File: src/sse_params.svh
// Constants for the shutter status, emergency stop and interlock block
`ifndef SSE_PARAMS_SVH
`define SSE_PARAMS_SVH

// ============================================================
// Clock and filter timing
`define SSE_CLK_MHZ      200
`define SSE_FILT_NS      10000
`define SSE_FILT_CYC     ((`SSE_FILT_NS * `SSE_CLK_MHZ) / 1000)

// ============================================================
// Bus geometry and register byte offsets
`define SSE_ADDR_W       8
`define SSE_DATA_W       32
`define SSE_OFS_CTRL     8'h00
`define SSE_OFS_CMD      8'h04
`define SSE_OFS_STAT     8'h08
`define SSE_OFS_IRQ      8'h0c
`define SSE_OFS_MASK     8'h10

// ============================================================
// Field positions, encodings and reset values
`define SSE_CMD_REARM    0
`define SSE_EV_W         3
`define SSE_EV_ESTOP     0
`define SSE_EV_ILK       1
`define SSE_EV_REST      2
`define SSE_EST_STOP     2'h0
`define SSE_EST_REARM    2'h1
`define SSE_EST_RUN      2'h3
`define SSE_MASK_RST     3'h0

`endif

File: src/sse_pkg.sv
// Types shared by the shutter status, emergency stop and interlock block
package sse_pkg;
`include "sse_params.svh"

  // Emergency stop sequence, Gray along stop, rearm, run
  typedef enum logic [1:0] {
    est_stop  = `SSE_EST_STOP,
    est_rearm = `SSE_EST_REARM,
    est_run   = `SSE_EST_RUN
  } sse_est_t;

  // Software control word
  typedef struct packed {
    logic       laser;
    logic       guide;
    logic       indep;
    logic [3:0] br;
    logic       res;
  } sse_ctrl_t;

  // Avalon-MM request and answer
  typedef struct packed {
    logic [`SSE_ADDR_W-1:0] address;
    logic                   read;
    logic                   write;
    logic [`SSE_DATA_W-1:0] writedata;
  } sse_avmm_req_t;

  typedef struct packed {
    logic [`SSE_DATA_W-1:0] readdata;
    logic                   waitrequest;
  } sse_avmm_rsp_t;

  // Contact inputs, high means the loop or contact is closed
  typedef struct packed {
    logic       estop_closed;
    logic       ilk_closed;
    logic [2:0] ts_sel;
  } sse_loops_t;

  // Whole state of the top module
  typedef struct packed {
    sse_ctrl_t              ctrl;
    logic [`SSE_EV_W-1:0]   mask;
    sse_est_t               est;
    logic                   ilk_q;
    logic                   waitreq;
    logic [`SSE_DATA_W-1:0] rdata;
    logic                   res;
    logic [3:0]             br;
    logic [2:0]             ts;
    logic                   guide;
    logic                   laser;
    logic                   est_ct;
  } sse_top_st_t;

endpackage

File: src/sse_interlock.sv
// Shutter status contacts, emergency stop and remote interlock top
//
// Function
// - A closed timesharing select drives the matching timesharing unit to route light.
// - Timesharing selects count only while branch shutters are under independent control and the stop sequence is in its run state.
// - The resonator status contact is closed exactly while the resonator shutter is open.
// - Each branch status contact is closed exactly while its branch shutter is open.
// - Each timesharing status contact is closed exactly while its unit is operated.
// - An open emergency stop loop puts the block in a stop state that halts the laser.
// - The emergency stop output contact is open whenever a stop is in effect.
// - An open interlock loop closes all shutters and stops guide light and laser.
//
// Design decisions made here: the Avalon-MM register port and the register offsets.
`timescale 1ns/1ps
`include "sse_params.svh"
module sse_interlock
  import sse_pkg::*;
#(
  parameter int FILT_CYC = `SSE_FILT_CYC
) (
  input  logic          clk_sys_in,
  input  logic          reset_in,
  input  sse_avmm_req_t avs_req_in,
  output sse_avmm_rsp_t avs_rsp_out,
  input  sse_loops_t    loops_in,
  output logic          res_shutter_out,
  output logic [3:0]    branch_shutter_out,
  output logic [2:0]    ts_unit_out,
  output logic          guide_light_out,
  output logic          laser_enable_out,
  output logic          res_open_contact_out,
  output logic [3:0]    branch_open_contact_out,
  output logic [2:0]    ts_on_contact_out,
  output logic          estop_contact_out,
  output logic          irq_out
);

  // ============================================================
  // Declarations
  sse_top_st_t          st_r;
  sse_top_st_t          st_nxt;
  sse_est_t             est_nxt;
  sse_loops_t           filt;
  logic [4:0]           filt_vec;
  logic [`SSE_EV_W-1:0] evt;
  logic [`SSE_EV_W-1:0] irq_stat;
  logic                 req;
  logic                 acc;
  logic                 wr_acc;
  logic                 rd_clr;
  logic                 rearm_wr;
  logic                 run_n;
  logic                 off_all;
  logic                 ilk_open;

  // ============================================================
  // Helpers
  // Address decode shared by read and write paths
  function automatic logic hit(input logic [`SSE_ADDR_W-1:0] a,
                               input logic [`SSE_ADDR_W-1:0] ofs);
    hit = (a == ofs);
  endfunction

  // Read mux, unmapped addresses read as zero
  function automatic logic [`SSE_DATA_W-1:0] rd_mux(
    input logic [`SSE_ADDR_W-1:0] a,
    input sse_top_st_t            s,
    input logic [`SSE_EV_W-1:0]   ist
  );
    rd_mux = '0;
    if (hit(a, `SSE_OFS_CTRL)) begin
      rd_mux = `SSE_DATA_W'(s.ctrl);
    end else if (hit(a, `SSE_OFS_STAT)) begin
      rd_mux = `SSE_DATA_W'({s.est, s.ilk_q, s.ts, s.br, s.res});
    end else if (hit(a, `SSE_OFS_IRQ)) begin
      rd_mux = `SSE_DATA_W'(ist);
    end else if (hit(a, `SSE_OFS_MASK)) begin
      rd_mux = `SSE_DATA_W'(s.mask);
    end
  endfunction

  // ============================================================
  // Input conditioning
  // Loops power up treated as open, so the block starts safe
  sse_filt #(
    .W   (5),
    .CYC (FILT_CYC),
    .RST (5'h00)
  ) u_filt (
    .clk_sys_in (clk_sys_in),
    .reset_in   (reset_in),
    .raw_in     (loops_in),
    .q_out      (filt_vec)
  );
  assign filt = sse_loops_t'(filt_vec);

  // ============================================================
  // Bus handshake terms
  // One wait cycle per access; read data is captured in it
  assign req      = avs_req_in.read | avs_req_in.write;
  assign acc      = req & ~st_r.waitreq;
  assign wr_acc   = acc & avs_req_in.write;
  assign rd_clr   = acc & avs_req_in.read & hit(avs_req_in.address, `SSE_OFS_IRQ);
  assign rearm_wr = wr_acc & hit(avs_req_in.address, `SSE_OFS_CMD)
                    & avs_req_in.writedata[`SSE_CMD_REARM];

  // ============================================================
  // Safety terms
  assign ilk_open = ~filt.ilk_closed;
  assign run_n    = (est_nxt == est_run);
  assign off_all  = ~run_n | ilk_open;

  // ============================================================
  // Stop sequence
  // stop on open loop
  // Restart needs both a closed loop and a software rearm,
  // like turning the key back on after a stop; kept apart from
  // the main next-state process so the safety terms never loop
  always_comb begin
    est_nxt = st_r.est;
    case (st_r.est)
      est_run: begin
        if (!filt.estop_closed) begin
          est_nxt = est_stop;
        end
      end
      est_stop: begin
        if (filt.estop_closed) begin
          est_nxt = est_rearm;
        end
      end
      est_rearm: begin
        if (!filt.estop_closed) begin
          est_nxt = est_stop;
        end else if (rearm_wr) begin
          est_nxt = est_run;
        end
      end
      default: begin
        est_nxt = est_stop;
      end
    endcase
    if (reset_in) begin
      est_nxt = est_stop;
    end
  end

  // ============================================================
  // Next state
  always_comb begin
    st_nxt = st_r;

    // Register writes land at the edge that completes the access
    if (wr_acc && hit(avs_req_in.address, `SSE_OFS_CTRL)) begin
      st_nxt.ctrl = sse_ctrl_t'(avs_req_in.writedata[$bits(sse_ctrl_t)-1:0]);
    end
    if (wr_acc && hit(avs_req_in.address, `SSE_OFS_MASK)) begin
      st_nxt.mask = avs_req_in.writedata[`SSE_EV_W-1:0];
    end

    // Waitrequest drops for one cycle after a request is seen
    st_nxt.waitreq = ~(req & st_r.waitreq);
    // Events landing now are read too, so the later clear loses none
    if (req && st_r.waitreq) begin
      st_nxt.rdata = rd_mux(avs_req_in.address, st_r, irq_stat | evt);
    end

    // stop state from its own process
    st_nxt.est = est_nxt;

    st_nxt.ilk_q = ilk_open;

    // interlock forces all closed
    // Shutters, guide and laser follow software only while safe
    st_nxt.res   = st_r.ctrl.res & ~off_all;
    st_nxt.br    = st_r.ctrl.br & {4{~off_all}};
    st_nxt.guide = st_r.ctrl.guide & ~off_all;
    st_nxt.laser = st_r.ctrl.laser & ~off_all;

    st_nxt.ts = (st_r.ctrl.indep && run_n) ? filt.ts_sel : 3'h0;

    st_nxt.est_ct = run_n;

    if (reset_in) begin
      st_nxt         = '0;
      st_nxt.est     = est_stop;
      st_nxt.mask    = `SSE_MASK_RST;
      st_nxt.waitreq = 1'b1;
      st_nxt.ilk_q   = 1'b1; // Loop seen open out of reset, no false edge
    end
  end

  // Register
  always_ff @(posedge clk_sys_in) begin
    st_r <= st_nxt;
  end

  // ============================================================
  // Events and interrupt
  // Edges of the stop sequence and of the interlock loop
  always_comb begin
    evt                = '0;
    evt[`SSE_EV_ESTOP] = (est_nxt == est_stop) & (st_r.est != est_stop);
    evt[`SSE_EV_ILK]   = ilk_open & ~st_r.ilk_q;
    evt[`SSE_EV_REST]  = (est_nxt == est_rearm) & (st_r.est == est_stop);
    if (reset_in) begin
      evt = '0;
    end
  end

  sse_irq #(
    .N (`SSE_EV_W)
  ) u_irq (
    .clk_sys_in (clk_sys_in),
    .reset_in   (reset_in),
    .evt_in     (evt),
    .clr_in     (rd_clr),
    .mask_in    (st_r.mask),
    .stat_out   (irq_stat),
    .irq_out    (irq_out)
  );

  // ============================================================
  // Outputs, all straight from flops
  // resonator contact mirrors shutter
  // unit contacts mirror drives
  // Contacts share the drive flops, so they cannot disagree
  assign avs_rsp_out.readdata    = st_r.rdata;
  assign avs_rsp_out.waitrequest = st_r.waitreq;
  assign res_shutter_out         = st_r.res;
  assign branch_shutter_out      = st_r.br;
  assign ts_unit_out             = st_r.ts;
  assign guide_light_out         = st_r.guide;
  assign laser_enable_out        = st_r.laser;
  assign res_open_contact_out    = st_r.res;
  assign branch_open_contact_out = st_r.br;
  assign ts_on_contact_out       = st_r.ts;
  assign estop_contact_out       = st_r.est_ct;
endmodule

File: src/sse_filt.sv
// Input synchroniser and contact bounce filter
`timescale 1ns/1ps
`include "sse_params.svh"
module sse_filt
  import sse_pkg::*;
#(
  parameter int           W   = 5,
  parameter int           CYC = `SSE_FILT_CYC,
  parameter logic [W-1:0] RST = '0
) (
  input  logic         clk_sys_in,
  input  logic         reset_in,
  input  logic [W-1:0] raw_in,
  output logic [W-1:0] q_out
);
  localparam int CW = $clog2(CYC + 1);

  typedef struct packed {
    logic [W-1:0]         s1;
    logic [W-1:0]         s2;
    logic [W-1:0]         q;
    logic [W-1:0][CW-1:0] cnt;
  } sse_filt_st_t;

  sse_filt_st_t st_r;
  sse_filt_st_t st_nxt;
  logic [W-1:0] hit;

  // ============================================================
  // Next state
  // Output follows only after a full quiet interval
  always_comb begin
    st_nxt = st_r;
    hit    = '0;
    st_nxt.s1 = raw_in;
    st_nxt.s2 = st_r.s1;
    for (int i = 0; i < W; i++) begin
      if (st_r.s2[i] == st_r.q[i]) begin
        st_nxt.cnt[i] = '0;
      end else if (st_r.cnt[i] == CW'(CYC - 1)) begin
        st_nxt.q[i]   = st_r.s2[i];
        st_nxt.cnt[i] = '0;
        hit[i]        = 1'b1;
      end else begin
        st_nxt.cnt[i] = st_r.cnt[i] + CW'(1);
      end
    end
    if (reset_in) begin
      st_nxt   = '0;
      st_nxt.q = RST;
    end
  end

  // Register
  always_ff @(posedge clk_sys_in) begin
    st_r <= st_nxt;
  end

  assign q_out = st_r.q;
endmodule

File: src/sse_irq.sv
// Sticky event status with mask and level interrupt
`timescale 1ns/1ps
`include "sse_params.svh"
module sse_irq
  import sse_pkg::*;
#(
  parameter int N = `SSE_EV_W
) (
  input  logic         clk_sys_in,
  input  logic         reset_in,
  input  logic [N-1:0] evt_in,
  input  logic         clr_in,
  input  logic [N-1:0] mask_in,
  output logic [N-1:0] stat_out,
  output logic         irq_out
);
  typedef struct packed {
    logic [N-1:0] stat;
    logic         irq;
  } sse_irq_st_t;

  sse_irq_st_t st_r;
  sse_irq_st_t st_nxt;

  // ============================================================
  // Set wins over a read clear in the same cycle
  always_comb begin
    st_nxt      = st_r;
    st_nxt.stat = (clr_in ? '0 : st_r.stat) | evt_in;
    st_nxt.irq  = |(st_nxt.stat & mask_in);
    if (reset_in) begin
      st_nxt = '0;
    end
  end

  // Register
  always_ff @(posedge clk_sys_in) begin
    st_r <= st_nxt;
  end

  assign stat_out = st_r.stat;
  assign irq_out  = st_r.irq;
endmodule

File: config.mk
export PLATFORM = sky130hd
export DESIGN_NAME = sse_interlock
export DESIGN_NICKNAME = d
export VERILOG_FILES = /design/src/sse_pkg.sv /design/src/sse_interlock.sv /design/src/sse_filt.sv /design/src/sse_irq.sv
export VERILOG_INCLUDE_DIRS = /design/src /design/src/src
export SDC_FILE = /design/constraint.sdc
export NUM_CORES = 1
export LEC_CHECK = 0
export BUFFER_PORTS_ARGS = -buffer_cell sky130_fd_sc_hd__clkbuf_2
export CAP_MARGIN = 10
export CELL_PAD_IN_SITES_DETAIL_PLACEMENT = 1
export CELL_PAD_IN_SITES_GLOBAL_PLACEMENT = 1
export CORE_MARGIN = 3
export CORE_UTILIZATION = 41
export CTS_CLUSTER_SIZE = 24
export DETAILED_ROUTE_END_ITERATION = 7
export PLACE_DENSITY_LB_ADDON = 0.1
export SYNTH_ARGS = -nofsm -noshare
export SYNTH_HDL_FRONTEND = slang
export SYNTH_SLANG_ARGS = --single-unit
File: constraint.sdc
create_clock -name clk_sys_in -period 2.4 [get_ports clk_sys_in]
set_input_delay 0.12 -clock clk_sys_in [delete_from_list [all_inputs] [get_ports clk_sys_in]]
set_output_delay 0.12 -clock clk_sys_in [all_outputs]
set_load 0.005 [all_outputs]
==> flow_results.org, run 1 <==
** Setup path
- In this run the critical register-to-register path is launched from u_filt.st_r[44].
- Along the worst path, the maximum fanout reaches 9.
- Required time at the worst-slack endpoint :: 2620 ps
- The critical path in this run is classified as flop to flop.
- CP startpoint :: u_filt.st_r[44]
- Data on the critical path arrives at its endpoint at 2120 ps.
- Setup crit end kind :: flop
- Startpoint class of the critical path :: flop

** Hold path
- Startpoint of the tightest hold check path :: loops_in[1]
- Tightest Hold Check Type :: input port to flop

** Clock tree
- Counting along the longest clock path gives a buffer depth of 2.
- Sink Count :: 111
- Worst-Skew Late Latency :: 350 ps
- TritonCTS built the clock tree.
- Clock tree synthesis selected as its root buffer the cell sky130_fd_sc_hd__clkbuf_16.
- After clock tree synthesis, the setup repair step added 0 buffers.
- TritonCTS buffer count :: 9
- After clock tree synthesis, the clock-pin slew on the worst setup and hold paths is 70 ps.
- Level count of the clock H-tree :: 3
- In this run, post-CTS repair resized a total of 0 instances.

** Pwr
- Net switching is 21.75% of the power.
- Share of total power in combinational logic :: 3.4%
- VDD sags by at most 327.4 uV.
- Proportion of power drawn by flip-flops and latches :: 53.1%
- Clk pwr share :: 43.5%
- Static leakage :: 0.002073 uW
- For this design the ratio of total power to cell area is 680.4 nW/um^2.
- In this run the power spent charging and discharging nets is 762.2 uW.
- Internal power contribution :: 2743 uW

** Final layout
- Final nets :: 585
- In the final layout, the share of cells above drive strength 1 is 15.86%.
- Core Util, Final :: 46.90%
- 0 antenna diodes ended up in the layout.
- Fillers :: 1286
- Area grow syn2layout :: 10.43%
- Multi-input combinational cell area :: 2077 sq um
- FF+latch area :: 2222 sq um

** Synthesis
- The largest total area in the synthesized netlist belongs to sky130_fd_sc_hd__dfxtp_1.
- Netlist area before placement :: 4664 sq um
- Number of synthesized register bits :: 111
- Top post-synthesis cells by area :: sky130_fd_sc_hd__dfxtp_1 (48%), sky130_fd_sc_hd__buf_4 (7.7%), sky130_fd_sc_hd__nor2_1 (7.5%)
- Synthesis instantiated 45 different standard cells from the library.
- Yosys printed 0 warnings.
- In the synthesized netlist the async set-or-reset flop fraction comes to 0%.
- Number of enable flip-flop cells after synthesis :: 0
- Counting every instance in the synthesized netlist gives 499.
- Dividing the synthesized area by the synthesized cell count gives 9.348 sq um.
- Summing the sequential cell areas from Yosys gives 47.64% of the chip area.
- Among all flip-flop cells after synthesis, the most frequent one is sky130_fd_sc_hd__dfxtp_1.
- Share of the synthesized area in the top cell type :: 47.64%

** Global routing
- Initial antenna violation count :: 0
- Congestion Overflow GR :: 0
- All-Layer GR Usage :: 15.77%
- The first global-routing pass estimated 16.22 mm of wire.
- Entering global routing, the biggest net connects 49 pins.
- Vias in the first global route :: 3358

** Placed design
- The HPWL after detailed placement is 6.863 mm.
- At the placement stage, the worst setup path has a slack of 482.6 ps.
- At the end of routability-driven placement, the weighted congestion stood at 0.7508.
- In this run the tool buffered the top-level ports with 56 buffer cells.

** Routing
- For this block, the via count after detailed routing is 3346.
- Dividing the detail-routed via count by the number of cells gives 4.950.
- After detailed routing, the number of remaining DRC violations is 0.
- Final wirelength :: 9.502 mm
- Routed Antenna Nets :: 0
- For this block, the initial DRC count from the detailed router was 97.
- In the final routed layout, each cell accounts on average for 14.06 um.
- 1st-pass router iterations :: 4

** Timing
- Counting I/O delays and the setup requirement, the final critical path takes 1899 ps.
- Worst Hold Margin :: 15.11 ps
- Setup clock skew after layout :: 8.134 ps
- Total Neg Setup Slack :: 0 ps
- The max-slew violation total from the final report came to 0.
- The worst path meets setup with 501.4 ps of slack.
- Worst max-slew margin expressed relative to the limit :: 62.33%
- Unrepaired setup endpoints after global routing :: no
- Setup violations remaining at the end of the flow were counted as 0.
- Derived from the worst setup path, the maximum achievable clock frequency is 526.7 MHz.
- Transition time of the tightest slew-check pin :: 563.4 ps
- The final critical path takes up 79.11% of the cycle.
- The hold violation total from the final report came to 0.

** Floorplanning
- Die width :: 112.7 um
- DIE HEIGHT :: 112.7 um
- For this design the top-level I/O count stands at 102.
- Row Count :: 38
- The floorplan step defined a die boundary enclosing 12690 sq um.
- In this run the standard cell core region covers 10980 sq um.
- Initial cell density of the core :: 42.47%

** Run
- Number of max-cap violations :: 0

** Run status
- Run status :: finished, final reports clean
[power groups by stage]
stage | clock network (uW) | registers [uW] | logic [uW]
final | 1520 | 1860 | 119
after floorplan | 0 | 1900 | 95.1
after global routing | 1660 | 1860 | 133
after detailed placement | 0 | 1910 | 113
after global placement | 0 | 1900 | 112
after CTS | 1580 | 1860 | 119
[path summary, 6_finish.rpt]
path | cells past startpoint | endpoint | slack [ps]
worst max register to register | 5 | u_filt.st_r[48] | 500
worst min-delay path | 2 | u_filt.st_r[66] | 20
worst max-delay path | 5 | u_filt.st_r[48] | 500
worst min register to register | 1 | u_filt.st_r[61] | 450
[flip-flops by register name, indices dropped and copies added, names as in the netlist]
name,flops
guide_light_out,1
u_filt.q_out,5
branch_open_contact_out,4
st_r,14
res_open_contact_out,1
laser_enable_out,1
u_irq.stat_out,3
u_irq.irq_out,1
ts_on_contact_out,3
u_filt.st_r,65
avs_rsp_out,12
estop_contact_out,1
[area by class of cell]
class / instances / area share [%]
Clock inverter: 6 / 1.336
Sequential cell: 111 / 43.14
Inverter: 7 / 0.5101
Multi-Input combinational cell: 339 / 40.32
Timing Repair Buffer: 63 / 6.655
Tap cell: 140 / 3.401
Clock buffer: 10 / 4.639
[layer usage]
layer / track usage [%] / vias to the layer above / wire length [um]
met3: 4.582 / 6 / 435
met5: 0 / - / 0
met2: 25.43 / 61 / 4415
met4: 5.048 / 0 / 100
met1: 20.38 / 1610 / 4551
li1: - / 1669 / -
[cell families after synthesis]
group,synth area share (%)
other,0.08039
adder cells (fa/ha/maj),1.341
multiplexers,4.640
AND/OR/NAND/NOR,22.93
AO/OA/AOI/OAI,4.533
XOR/XNOR,9.388
buffers and inverters,9.442
flip-flops,47.64
[per-stage QoR]
stage | instances | area, sq um | total power, uW
floorplan | 519 | 4740 | 1998
global placement | 656 | 4803 | 2016
detailed placement | 656 | 4803 | 2019
CTS | 676 | 5151 | 3560
global route | 676 | 5151 | 3654
finish | 676 | 5151 | 3505
[critical path, cell delays in order (launching register included)]
cell and delay [ps]:
sky130_fd_sc_hd__dfxtp_1 390, sky130_fd_sc_hd__ha_1 220, sky130_fd_sc_hd__nand3_1 180, sky130_fd_sc_hd__or4_1 610, sky130_fd_sc_hd__nand2_1 280, sky130_fd_sc_hd__nor2_1 100
[layout by cell type, fill, tap and decap left out, types with 2 or more instances in the layout]
cell                              n
sky130_fd_sc_hd__and3_1          23
sky130_fd_sc_hd__nand4_1          2
sky130_fd_sc_hd__a22oi_1          6
sky130_fd_sc_hd__buf_4            3
sky130_fd_sc_hd__nor2b_1         16
sky130_fd_sc_hd__ha_1             5
sky130_fd_sc_hd__and3b_1          2
sky130_fd_sc_hd__xnor2_1         28
sky130_fd_sc_hd__nor2_1          93
sky130_fd_sc_hd__nor4b_1          5
sky130_fd_sc_hd__a2111oi_2        2
sky130_fd_sc_hd__conb_1          21
sky130_fd_sc_hd__nand3_1         30
sky130_fd_sc_hd__or3_1            8
sky130_fd_sc_hd__xor2_1          22
sky130_fd_sc_hd__clkinv_4         2
sky130_fd_sc_hd__clkbuf_2        56
sky130_fd_sc_hd__a32oi_1          3
sky130_fd_sc_hd__nor3_1           7
sky130_fd_sc_hd__mux2_2           5
sky130_fd_sc_hd__dlygate4sd3_1    4
sky130_fd_sc_hd__nand2b_1         5
sky130_fd_sc_hd__nand2_1         11
sky130_fd_sc_hd__inv_1            7
sky130_fd_sc_hd__dfxtp_1        111
sky130_fd_sc_hd__nand4b_1         2
sky130_fd_sc_hd__o21ai_0          3
sky130_fd_sc_hd__a21oi_1          6
sky130_fd_sc_hd__mux2i_1         16
sky130_fd_sc_hd__or2_1            2
sky130_fd_sc_hd__clkbuf_16        9
[cell usage after synthesis (2+ instances only)]
cell type and n:
sky130_fd_sc_hd__a32oi_1 3, sky130_fd_sc_hd__nand3_1 30, sky130_fd_sc_hd__nand2_1 11, sky130_fd_sc_hd__nor4b_1 5
sky130_fd_sc_hd__a21oi_1 6, sky130_fd_sc_hd__a2111oi_2 2, sky130_fd_sc_hd__xnor2_1 28, sky130_fd_sc_hd__inv_1 7
sky130_fd_sc_hd__or2_1 2, sky130_fd_sc_hd__nand4b_1 2, sky130_fd_sc_hd__ha_1 5, sky130_fd_sc_hd__nand4_1 2
sky130_fd_sc_hd__o21ai_0 3, sky130_fd_sc_hd__clkbuf_1 13, sky130_fd_sc_hd__xor2_1 22, sky130_fd_sc_hd__mux2_2 5
sky130_fd_sc_hd__nand2b_1 5, sky130_fd_sc_hd__and3_1 23, sky130_fd_sc_hd__or3_1 8, sky130_fd_sc_hd__nor2_1 93
sky130_fd_sc_hd__dfxtp_1 111, sky130_fd_sc_hd__a22oi_1 6, sky130_fd_sc_hd__nor3_1 7, sky130_fd_sc_hd__nor2b_1 16
sky130_fd_sc_hd__mux2i_1 16, sky130_fd_sc_hd__buf_4 48, sky130_fd_sc_hd__and3b_1 2
[what timing repair did]
| action | 4_1_cts | 5_1_grt |
|---|---|---|
| hold buffers | 4 | 0 |
| endpoints found under the setup margin | 0 | 0 |
| hold endpoints to repair | 4 | 0 |
Power figures use the tool's default switching activity.
==> run 2, diff against run 1 <==
Clock period 2.4 ns to 2 ns, I/O delays scaled along.
==> run 2 against run 1 <==
Effect of this change:
- first-iteration DRC count is 5.2% lower
- cell count is 1.0% higher
- non-clock buffer count up 7
- largest power group unchanged
==> flow_results.org, run 2 (synthesized netlist as in run 1, its figures left out) <==
** Timing
- The max-slew violation total from the final report is 0 (unchanged).
- Total Neg Setup Slack :: 0 ps (unchanged)
- The worst slew margin relative to its limit was 66.89% (+4.6 points).
- Min Clock Period, post-route :: 1828 ps (-70.72 ps)
- The final worst slack is 172.1 ps (-329.3 ps).
- Transition time of the tightest slew-check pin :: 493.4 ps (-70.05 ps)
- Final hold vios :: 0 (unchanged)
- Unrepaired setup endpoints after global routing :: no
- The count of endpoints failing setup in the final report came to 0 (unchanged).
- Setup clock skew after layout :: 7.082 ps (-1.052 ps)
- The part of the cycle the worst path needs came to 91.39% (+12 points).
- Max frequency :: 547.1 MHz (+3.9%)

** Final layout
- Fillers :: 1309 (+1.8%)
- From synthesis to final layout, the design area changed by 12.63%.
- Most frequent cells in the layout :: sky130_fd_sc_hd__dfxtp_1 (111), sky130_fd_sc_hd__nor2_1 (93), sky130_fd_sc_hd__clkbuf_2 (56)
- The library cell used most frequently in the layout, excluding fill and tap cells, is sky130_fd_sc_hd__dfxtp_1.
- Ranked by flip-flop count, first place goes to u_filt.st_r.
- The count of inserted antenna diode cells was 0 (unchanged).
- The post-layout instance count excluding filler cells came to 683 (+1.0%).
- The proportion of layout cells with a drive suffix above 1 was 16.39% (+0.53 points).
- Cell area after layout :: 5254 sq um (+2.0%)
- Final nets :: 592 (+1.2%)
- Max FFs per register :: 65 (unchanged)

** Setup path
- Setup crit end kind :: flop
- Reg-to-reg critical path endpoint :: u_filt.st_r[4]
- The worst-path maximum fanout is 11 (+2).
- CP Buf/Inv Count :: 0 (unchanged)
- Startpoint class of the critical path :: flop
- Slowest stage delay, CP :: 380 ps (-230 ps)
- Worst setup slack for register-to-register paths :: 170 ps (-330 ps)
- Required time at the worst-slack endpoint :: 2230 ps (-390 ps)
- The critical path in this run is classified as flop to flop.
- The largest individual stage delay along the critical path comes from the cell sky130_fd_sc_hd__or3_1.
- In this run the critical register-to-register path is launched from u_filt.st_r[0].
- Family with the most delay on the worst path :: simple AND/OR/NAND/NOR gates
- Arrival time of data at the critical path endpoint :: 2060 ps (-60 ps)
- Series of cell instances along the critical path :: ha_1 -> nand3_1 -> nor4b_1 -> and3_1 -> or3_1 -> nor2_1
- The number of cells traversed by the worst register-to-register path was 6 (+1).

** Clock tree
- Sink Count :: 111 (unchanged)
- Maximum buffer depth of the clock tree :: 2 (unchanged)
- The number of levels in the clock H-tree was 3 (unchanged).
- TritonCTS buffer count :: 9 (unchanged)
- Cell chosen for the clock root :: sky130_fd_sc_hd__clkbuf_16
- Clock-pin slew reported for the worst setup and hold paths after clock tree synthesis :: 70 ps (about the same)
- Worst-Skew Late Latency :: 350 ps (about the same)
- Clock tree from TritonCTS :: yes

** Routing
- The first-pass iteration count of the detailed router was 4 (unchanged).
- The final routed wirelength across all metal layers is 9.375 mm (-1.3%).
- Post-route DRC violation count :: 0 (unchanged)
- DR vias :: 3327 (-0.57%)
- Routed Antenna Nets :: 0 (unchanged)
- The routed via count divided by cell count is 4.871 (-1.6%).
- Post-detailed-route wirelength per cell :: 13.73 um (-2.3%)
- DRT iter0 DRCs :: 92 (-5.2%)

** Floorplanning
- Full die area :: 12690 sq um (unchanged)
- DIE HEIGHT :: 112.7 um (unchanged)
- The number of top-level design ports was 102 (unchanged).
- Die width :: 112.7 um (unchanged)
- Placeable core region :: 10980 sq um (unchanged)
- The initial standard-cell utilization of the core came to 42.47% (unchanged).
- Row Count :: 38 (unchanged)

** Global routing
- The global-route usage over all layers was 15.25% (-0.53 points).
- First-pass GRT wire length :: 15.73 mm (-3.0%)
- Initial antenna violation count :: 0 (unchanged)
- Congestion Overflow GR :: 0 (unchanged)
- The via count of the first global-routing pass is 3296 (-1.8%).
- The maximum number of pins on one net before global-route repair came to 41 (-16%).

** Pwr
- The areal power density over the cells was 824.0 nW/um^2 (+21%).
- The worst vdd rail ir drop is 623.8 uV (+91%).
- The leakage component of the power is 0.002119 uW (+2.2%).
- Total Power Consumption :: 4329 uW (+24%)

** Hold path
- The worst hold path begins at avs_req_in[7].
- Hold Path Stages :: 3 (+1)
- For hold timing, the worst endpoint is st_r[57].
- Tightest Hold Check Type :: input port to flop

** Run
- The total of max-cap violations is 0 (unchanged).

** Placed design
- Worst slack at placement :: 115.2 ps (-367.3 ps)
- The total cell area at the placement stage is 4838 sq um (+0.73%).
- Gpl congestion :: 0.7810 (+4.0%)
- Placed wire-length estimate after detailed placement :: 6.819 mm (-0.64%)
- Cells after DPL :: 659 (+0.46%)
- Port buffer count :: 56 (unchanged)

** Run status
- Run status :: finished, final reports clean
## run 2: where the power goes
part           internal (uW)  total (uW)  leakage (uW)  switching, uW
combinational           63.0         152       0.00106           89.3
clock                   1120        1940      0.000158            827
sequential              2230        2230      0.000897           9.28
## run 2: worst register-to-register path, delay by kind of cell (launching register included)
family        cells  cell delay [ps]
fa+ha+maj         1              190
flops             1              360
simple gates      5             1170
## run 2: worst max-delay path by stage
stage                    start                         end  slack [ps]  cells past startpoint
3_5_place_dp    avs_req_in[38]        res_open_contact_out         120                      6
5_1_grt        u_filt.st_r[11]             u_filt.st_r[16]          10                      6
2_1_floorplan  u_filt.st_r[22]             u_filt.st_r[24]         310                      7
4_1_cts        u_filt.st_r[22]             u_filt.st_r[28]         170                      6
3_3_place_gp    avs_req_in[38]  branch_open_contact_out[2]         150                      6
6_report        u_filt.st_r[0]              u_filt.st_r[4]         170                      6
## run 2: routing by layer
metal	part of all wire (%)	track usage [%]	up-vias
li1	-	-	1676
met1	48	19.75	1582
met2	46	24.92	62
met3	4.8	4.582	7
met4	0.78	3.846	0
met5	0	0	-
## run 2: metrics by stage
stage	hold slack, ps	util (%)
finish	10.07	47.84
global route	19.98	47.84
CTS	7.223	47.79
detailed placement	330.9	44.05
global placement	315.2	44.05
floorplan	228.2	-
## run 2: what timing repair did
item / CTS / global route
hold buffers: 8 / 0
endpoints found under the setup margin: 0 / 1
gates resized for setup: 0 / 1
buffers inserted: 0 / 0
endpoints found under the hold margin: 8 / 0
## run 2: cell type report
class / instances / area (sq um) / share of cell area, %
multi-input cells: 339 / 2082 / 39.63
inverters: 7 / 26.28 / 0.5001
well taps: 140 / 175.2 / 3.334
repair buffers: 70 / 417.9 / 7.954
clock inverters: 7 / 105.1 / 2.000
clock buffers: 9 / 225.2 / 4.287
flip-flops and latches: 111 / 2222 / 42.30
==> run 3, diff against run 2 <==
Settings changed: ABC_AREA set to 1, CORE_UTILIZATION 41 to 40.
==> run 3 against run 2 <==
Effect of this change:
- synthesized cell count up 29%
- critical path depth up 1
- worst hold slack better by 11 ps
- utilization down 2.1 points
- non-clock buffer count down 3
- global-route usage up 0.87 points
- combinational power up 15%
- total power up 0.60%
- cell area up 5.3%
- critical path type unchanged
==> flow_results.org, run 3 <==
** Setup path
- The arrival time at the worst endpoint is 1850 ps (-210 ps).
- The worst setup path is of the flop to flop kind.
- The worst-path maximum fanout was 11 (unchanged).
- The endpoint required time on the critical path was 2250 ps (+20 ps).
- The worst setup path is launched from a flop.
- CP startpoint :: u_filt.st_r[44]
- The worst register-to-register path begins at u_filt.st_r[44].
- Setup crit end kind :: flop

** Final layout
- Relative to the synthesized area, the layout overhead comes to 10.80%.
- The flip-flop count of the largest register, all copies and words added came to 65 (unchanged).
- Counting flops per register, the top entry is u_filt.st_r.
- Leaving out fill and tap cells, the most frequent cells in the layout are sky130_fd_sc_hd__dfxtp_1 (111), sky130_fd_sc_hd__nand2_1 (91), sky130_fd_sc_hd__inv_1 (87).
- The filler cell count in the final layout was 1542 (+18%).
- Most frequent standard cell in the layout excluding fill and tap cells :: sky130_fd_sc_hd__dfxtp_1
- The count of inserted antenna diode cells was 0 (unchanged).
- The proportion of layout cells with a drive suffix above 1 came to 16.69% (+0.30 points).
- Final nets :: 734 (+24%)

** Synthesis
- The number of synthesized register bits was 111 (unchanged).
- Most numerous cell types in the synthesized netlist :: sky130_fd_sc_hd__dfxtp_1 (111), sky130_fd_sc_hd__nand2_1 (91), sky130_fd_sc_hd__inv_1 (87), sky130_fd_sc_hd__nor2_1 (78), sky130_fd_sc_hd__buf_4 (50)
- Library cell occupying the most area in the post-synthesis netlist :: sky130_fd_sc_hd__dfxtp_1
- Most common flop cell mapped by yosys :: sky130_fd_sc_hd__dfxtp_1
- The cell area after synthesis came to 4995 sq um (+7.1%).
- Cell with the most instances after synthesis :: sky130_fd_sc_hd__dfxtp_1
- YS warnings :: 0 (unchanged)
- Cell count after synthesis :: 642 (+29%)
- Share of the synthesized area in the top cell type :: 44.49% (-3.2 points)
- The async set-reset flop share out of synthesis was 0% (unchanged).
- The sequential fraction of the synthesis area is 44.49% (-3.2 points).
- Avg Inst Size Synth :: 7.780 sq um (-17%)
- Unique masters post-synth :: 41 (-8.9%)
- The count of flip-flops with a built-in enable after synthesis came to 0 (unchanged).
- By area the synthesized netlist is led by sky130_fd_sc_hd__dfxtp_1 (44%), sky130_fd_sc_hd__buf_4 (7.5%), sky130_fd_sc_hd__nand2_1 (6.8%).

** Floorplanning
- Ports placed on the boundary :: 102 (unchanged)
- Die width :: 117.7 um (+4.5%)
- The die footprint was 13860 sq um (+9.2%).
- The placeable core region is 12110 sq um (+10%).
- The initial standard-cell utilization of the core was 41.24% (-1.2 points).
- DIE HEIGHT :: 117.7 um (+4.5%)
- Row Count :: 40 (+5.3%)

** Global routing
- First-pass GRT wire length :: 18.76 mm (+19%)
- The number of antenna violations at the first check in global routing was 0 (unchanged).
- All-Layer GR Usage :: 16.12% (+0.87 points)
- Largest net degree at the start of global routing :: 22 (-46%)
- Congestion Overflow GR :: 0 (unchanged)
- The via count of the first global-routing pass is 4089 (+24%).

** Pwr
- Static leakage :: 0.002250 uW (+6.2%)
- Maximum vdd drop :: 380.2 uV (-39%)
- The areal power density over the cells came to 787.0 nW/um^2 (-4.5%).

** Clock tree
- Post-CTS setup buffers :: 0 (unchanged)
- The TritonCTS buffer count is 9 (unchanged).
- The CTS sink count is 111 (unchanged).
- The quantity of gates resized following cts is 0 (unchanged).
- The insertion delay to the later sink of the worst-skew pair came to 350 ps (about the same).
- Clock-pin slew reported for the worst setup and hold paths after clock tree synthesis :: 70 ps (about the same)
- The quantity of hold-fixing buffers added after cts was 7 (-1).
- The buffer levels on the longest clock path came to 2 (unchanged).
- TritonCTS built the clock tree.
- The number of levels in the clock H-tree is 3 (unchanged).
- CTS placed an instance of sky130_fd_sc_hd__clkbuf_16 at the clock tree root.

** Routing
- Final wirelength :: 10.68 mm (+14%)
- 1st-pass router iterations :: 4 (unchanged)
- DR vias :: 3952 (+19%)
- The antenna violation net count after detailed routing is 0 (unchanged).
- Via/cell ratio :: 4.644 (-4.7%)
- DRT iter0 DRCs :: 168 (+83%)
- The number of remaining DRC errors was 0 (unchanged).
- Post-detailed-route wirelength per cell :: 12.55 um (-8.6%)

** Placed design
- The weighted congestion at the end of routability-driven global placement was 0.7806 (about the same).
- Placed wire-length estimate after detailed placement :: 8.216 mm (+20%)
- The count of input and output buffers is 56 (unchanged).
- Worst slack at placement :: 390.6 ps (+275.4 ps)

** Timing
- Final hold vios :: 0 (unchanged)
- The count of endpoints failing setup in the final report came to 0 (unchanged).
- Part of the cycle the worst path needs :: 80.07% (-11 points)
- The final worst slack is 398.6 ps (+226.5 ps).
- The worst setup skew after layout came to 11.70 ps (+4.616 ps).
- The shortest period the worst path allows was 1601 ps (-226.5 ps).
- Max-slew violation total from the final report :: 0 (unchanged)
- Setup repair after global routing left no endpoint under its margin.
- Max frequency :: 624.5 MHz (+14%)
- Total Neg Setup Slack :: 0 ps (unchanged)

** Hold path
- Startpoint of the tightest hold check path :: avs_req_in[0]
- The path class of the tightest hold or removal check is input port to flop.

** Run
- Number of max-cap violations :: 0 (unchanged)

** Run status
- The flow ran to the end, and the final reports show no timing, DRC or antenna violations.
-- run 3: cell count changes after synthesis, sizes merged, moves of 10 or more --
cell	change
nand4	+16
and3	-22
nand2	+84
mux2i	-16
clkbuf	-10
inv	+83
a21oi	+37
o21ai	+25
xnor2	-26
nor2b	-16
-- run 3: cells by family (layout without fill, tap and decap cells) --
family / count (synthesis) / after routing / synth area share (%)
xor+xnor: 15 / 15 / 2.630
flops: 111 / 111 / 44.49
fa+ha+maj: 5 / 5 / 1.253
compound gates: 86 / 86 / 9.745
other cells: 1 / 21 / 0.07508
buf+inv: 151 / 172 / 15.81
simple gates: 273 / 273 / 26.00
-- run 3: worst max-delay path: stages (launching register included) --
cell                      delay [ps]
sky130_fd_sc_hd__dfxtp_1         360
sky130_fd_sc_hd__ha_1            210
sky130_fd_sc_hd__nand3_1         110
sky130_fd_sc_hd__nor2_1          150
sky130_fd_sc_hd__nand4_1         160
sky130_fd_sc_hd__nand2_1         330
sky130_fd_sc_hd__a21oi_1          80
sky130_fd_sc_hd__o21a_1          110
-- run 3: layout make-up --
type	instances	area [sq um]	area share, %
inverters	91	342.8	6.195
repair buffers	67	380.4	6.873
clock inverters	3	67.56	1.221
multi-input cells	400	2058	37.19
clock buffers	11	252.7	4.567
flip-flops and latches	111	2222	40.15
well taps	168	210.2	3.798
-- run 3: power breakdown --
| part | internal (uW) | total (uW) | switching, uW |
|---|---|---|---|
| combinational | 66.2 | 175 | 109 |
| sequential | 2230 | 2250 | 17.3 |
| clock | 1150 | 1930 | 776 |
-- run 3: stage by stage --
stage          hold WS [ps]  total power, uW  util, %  cell area (sq um)  std cells
6_report              21.41             4355    45.69               5534        851
3_3_place_gp          295.0             2463    42.47               5144        830
2_1_floorplan         207.0             2448        -               5070        662
3_5_place_dp          298.7             2469    42.47               5144        830
5_1_grt               20.83             4558    45.69               5534        851
4_1_cts               1.341             4418    45.69               5534        851
-- run 3: final timing paths --
path                     end  slack (ps)  cells past startpoint
min                 st_r[47]          20                      3
max          u_filt.st_r[52]         400                      7
max reg2reg  u_filt.st_r[52]         400                      7
min reg2reg  u_filt.st_r[60]         400                      2
-- run 3: routing by layer --
layer	global-route usage, %	routed length, um	vias up
li1	-	-	2051
met4	4.396	116	0
met3	4.085	376	11
met5	0	0	-
met1	19.55	4926	1834
met2	28.35	5258	56
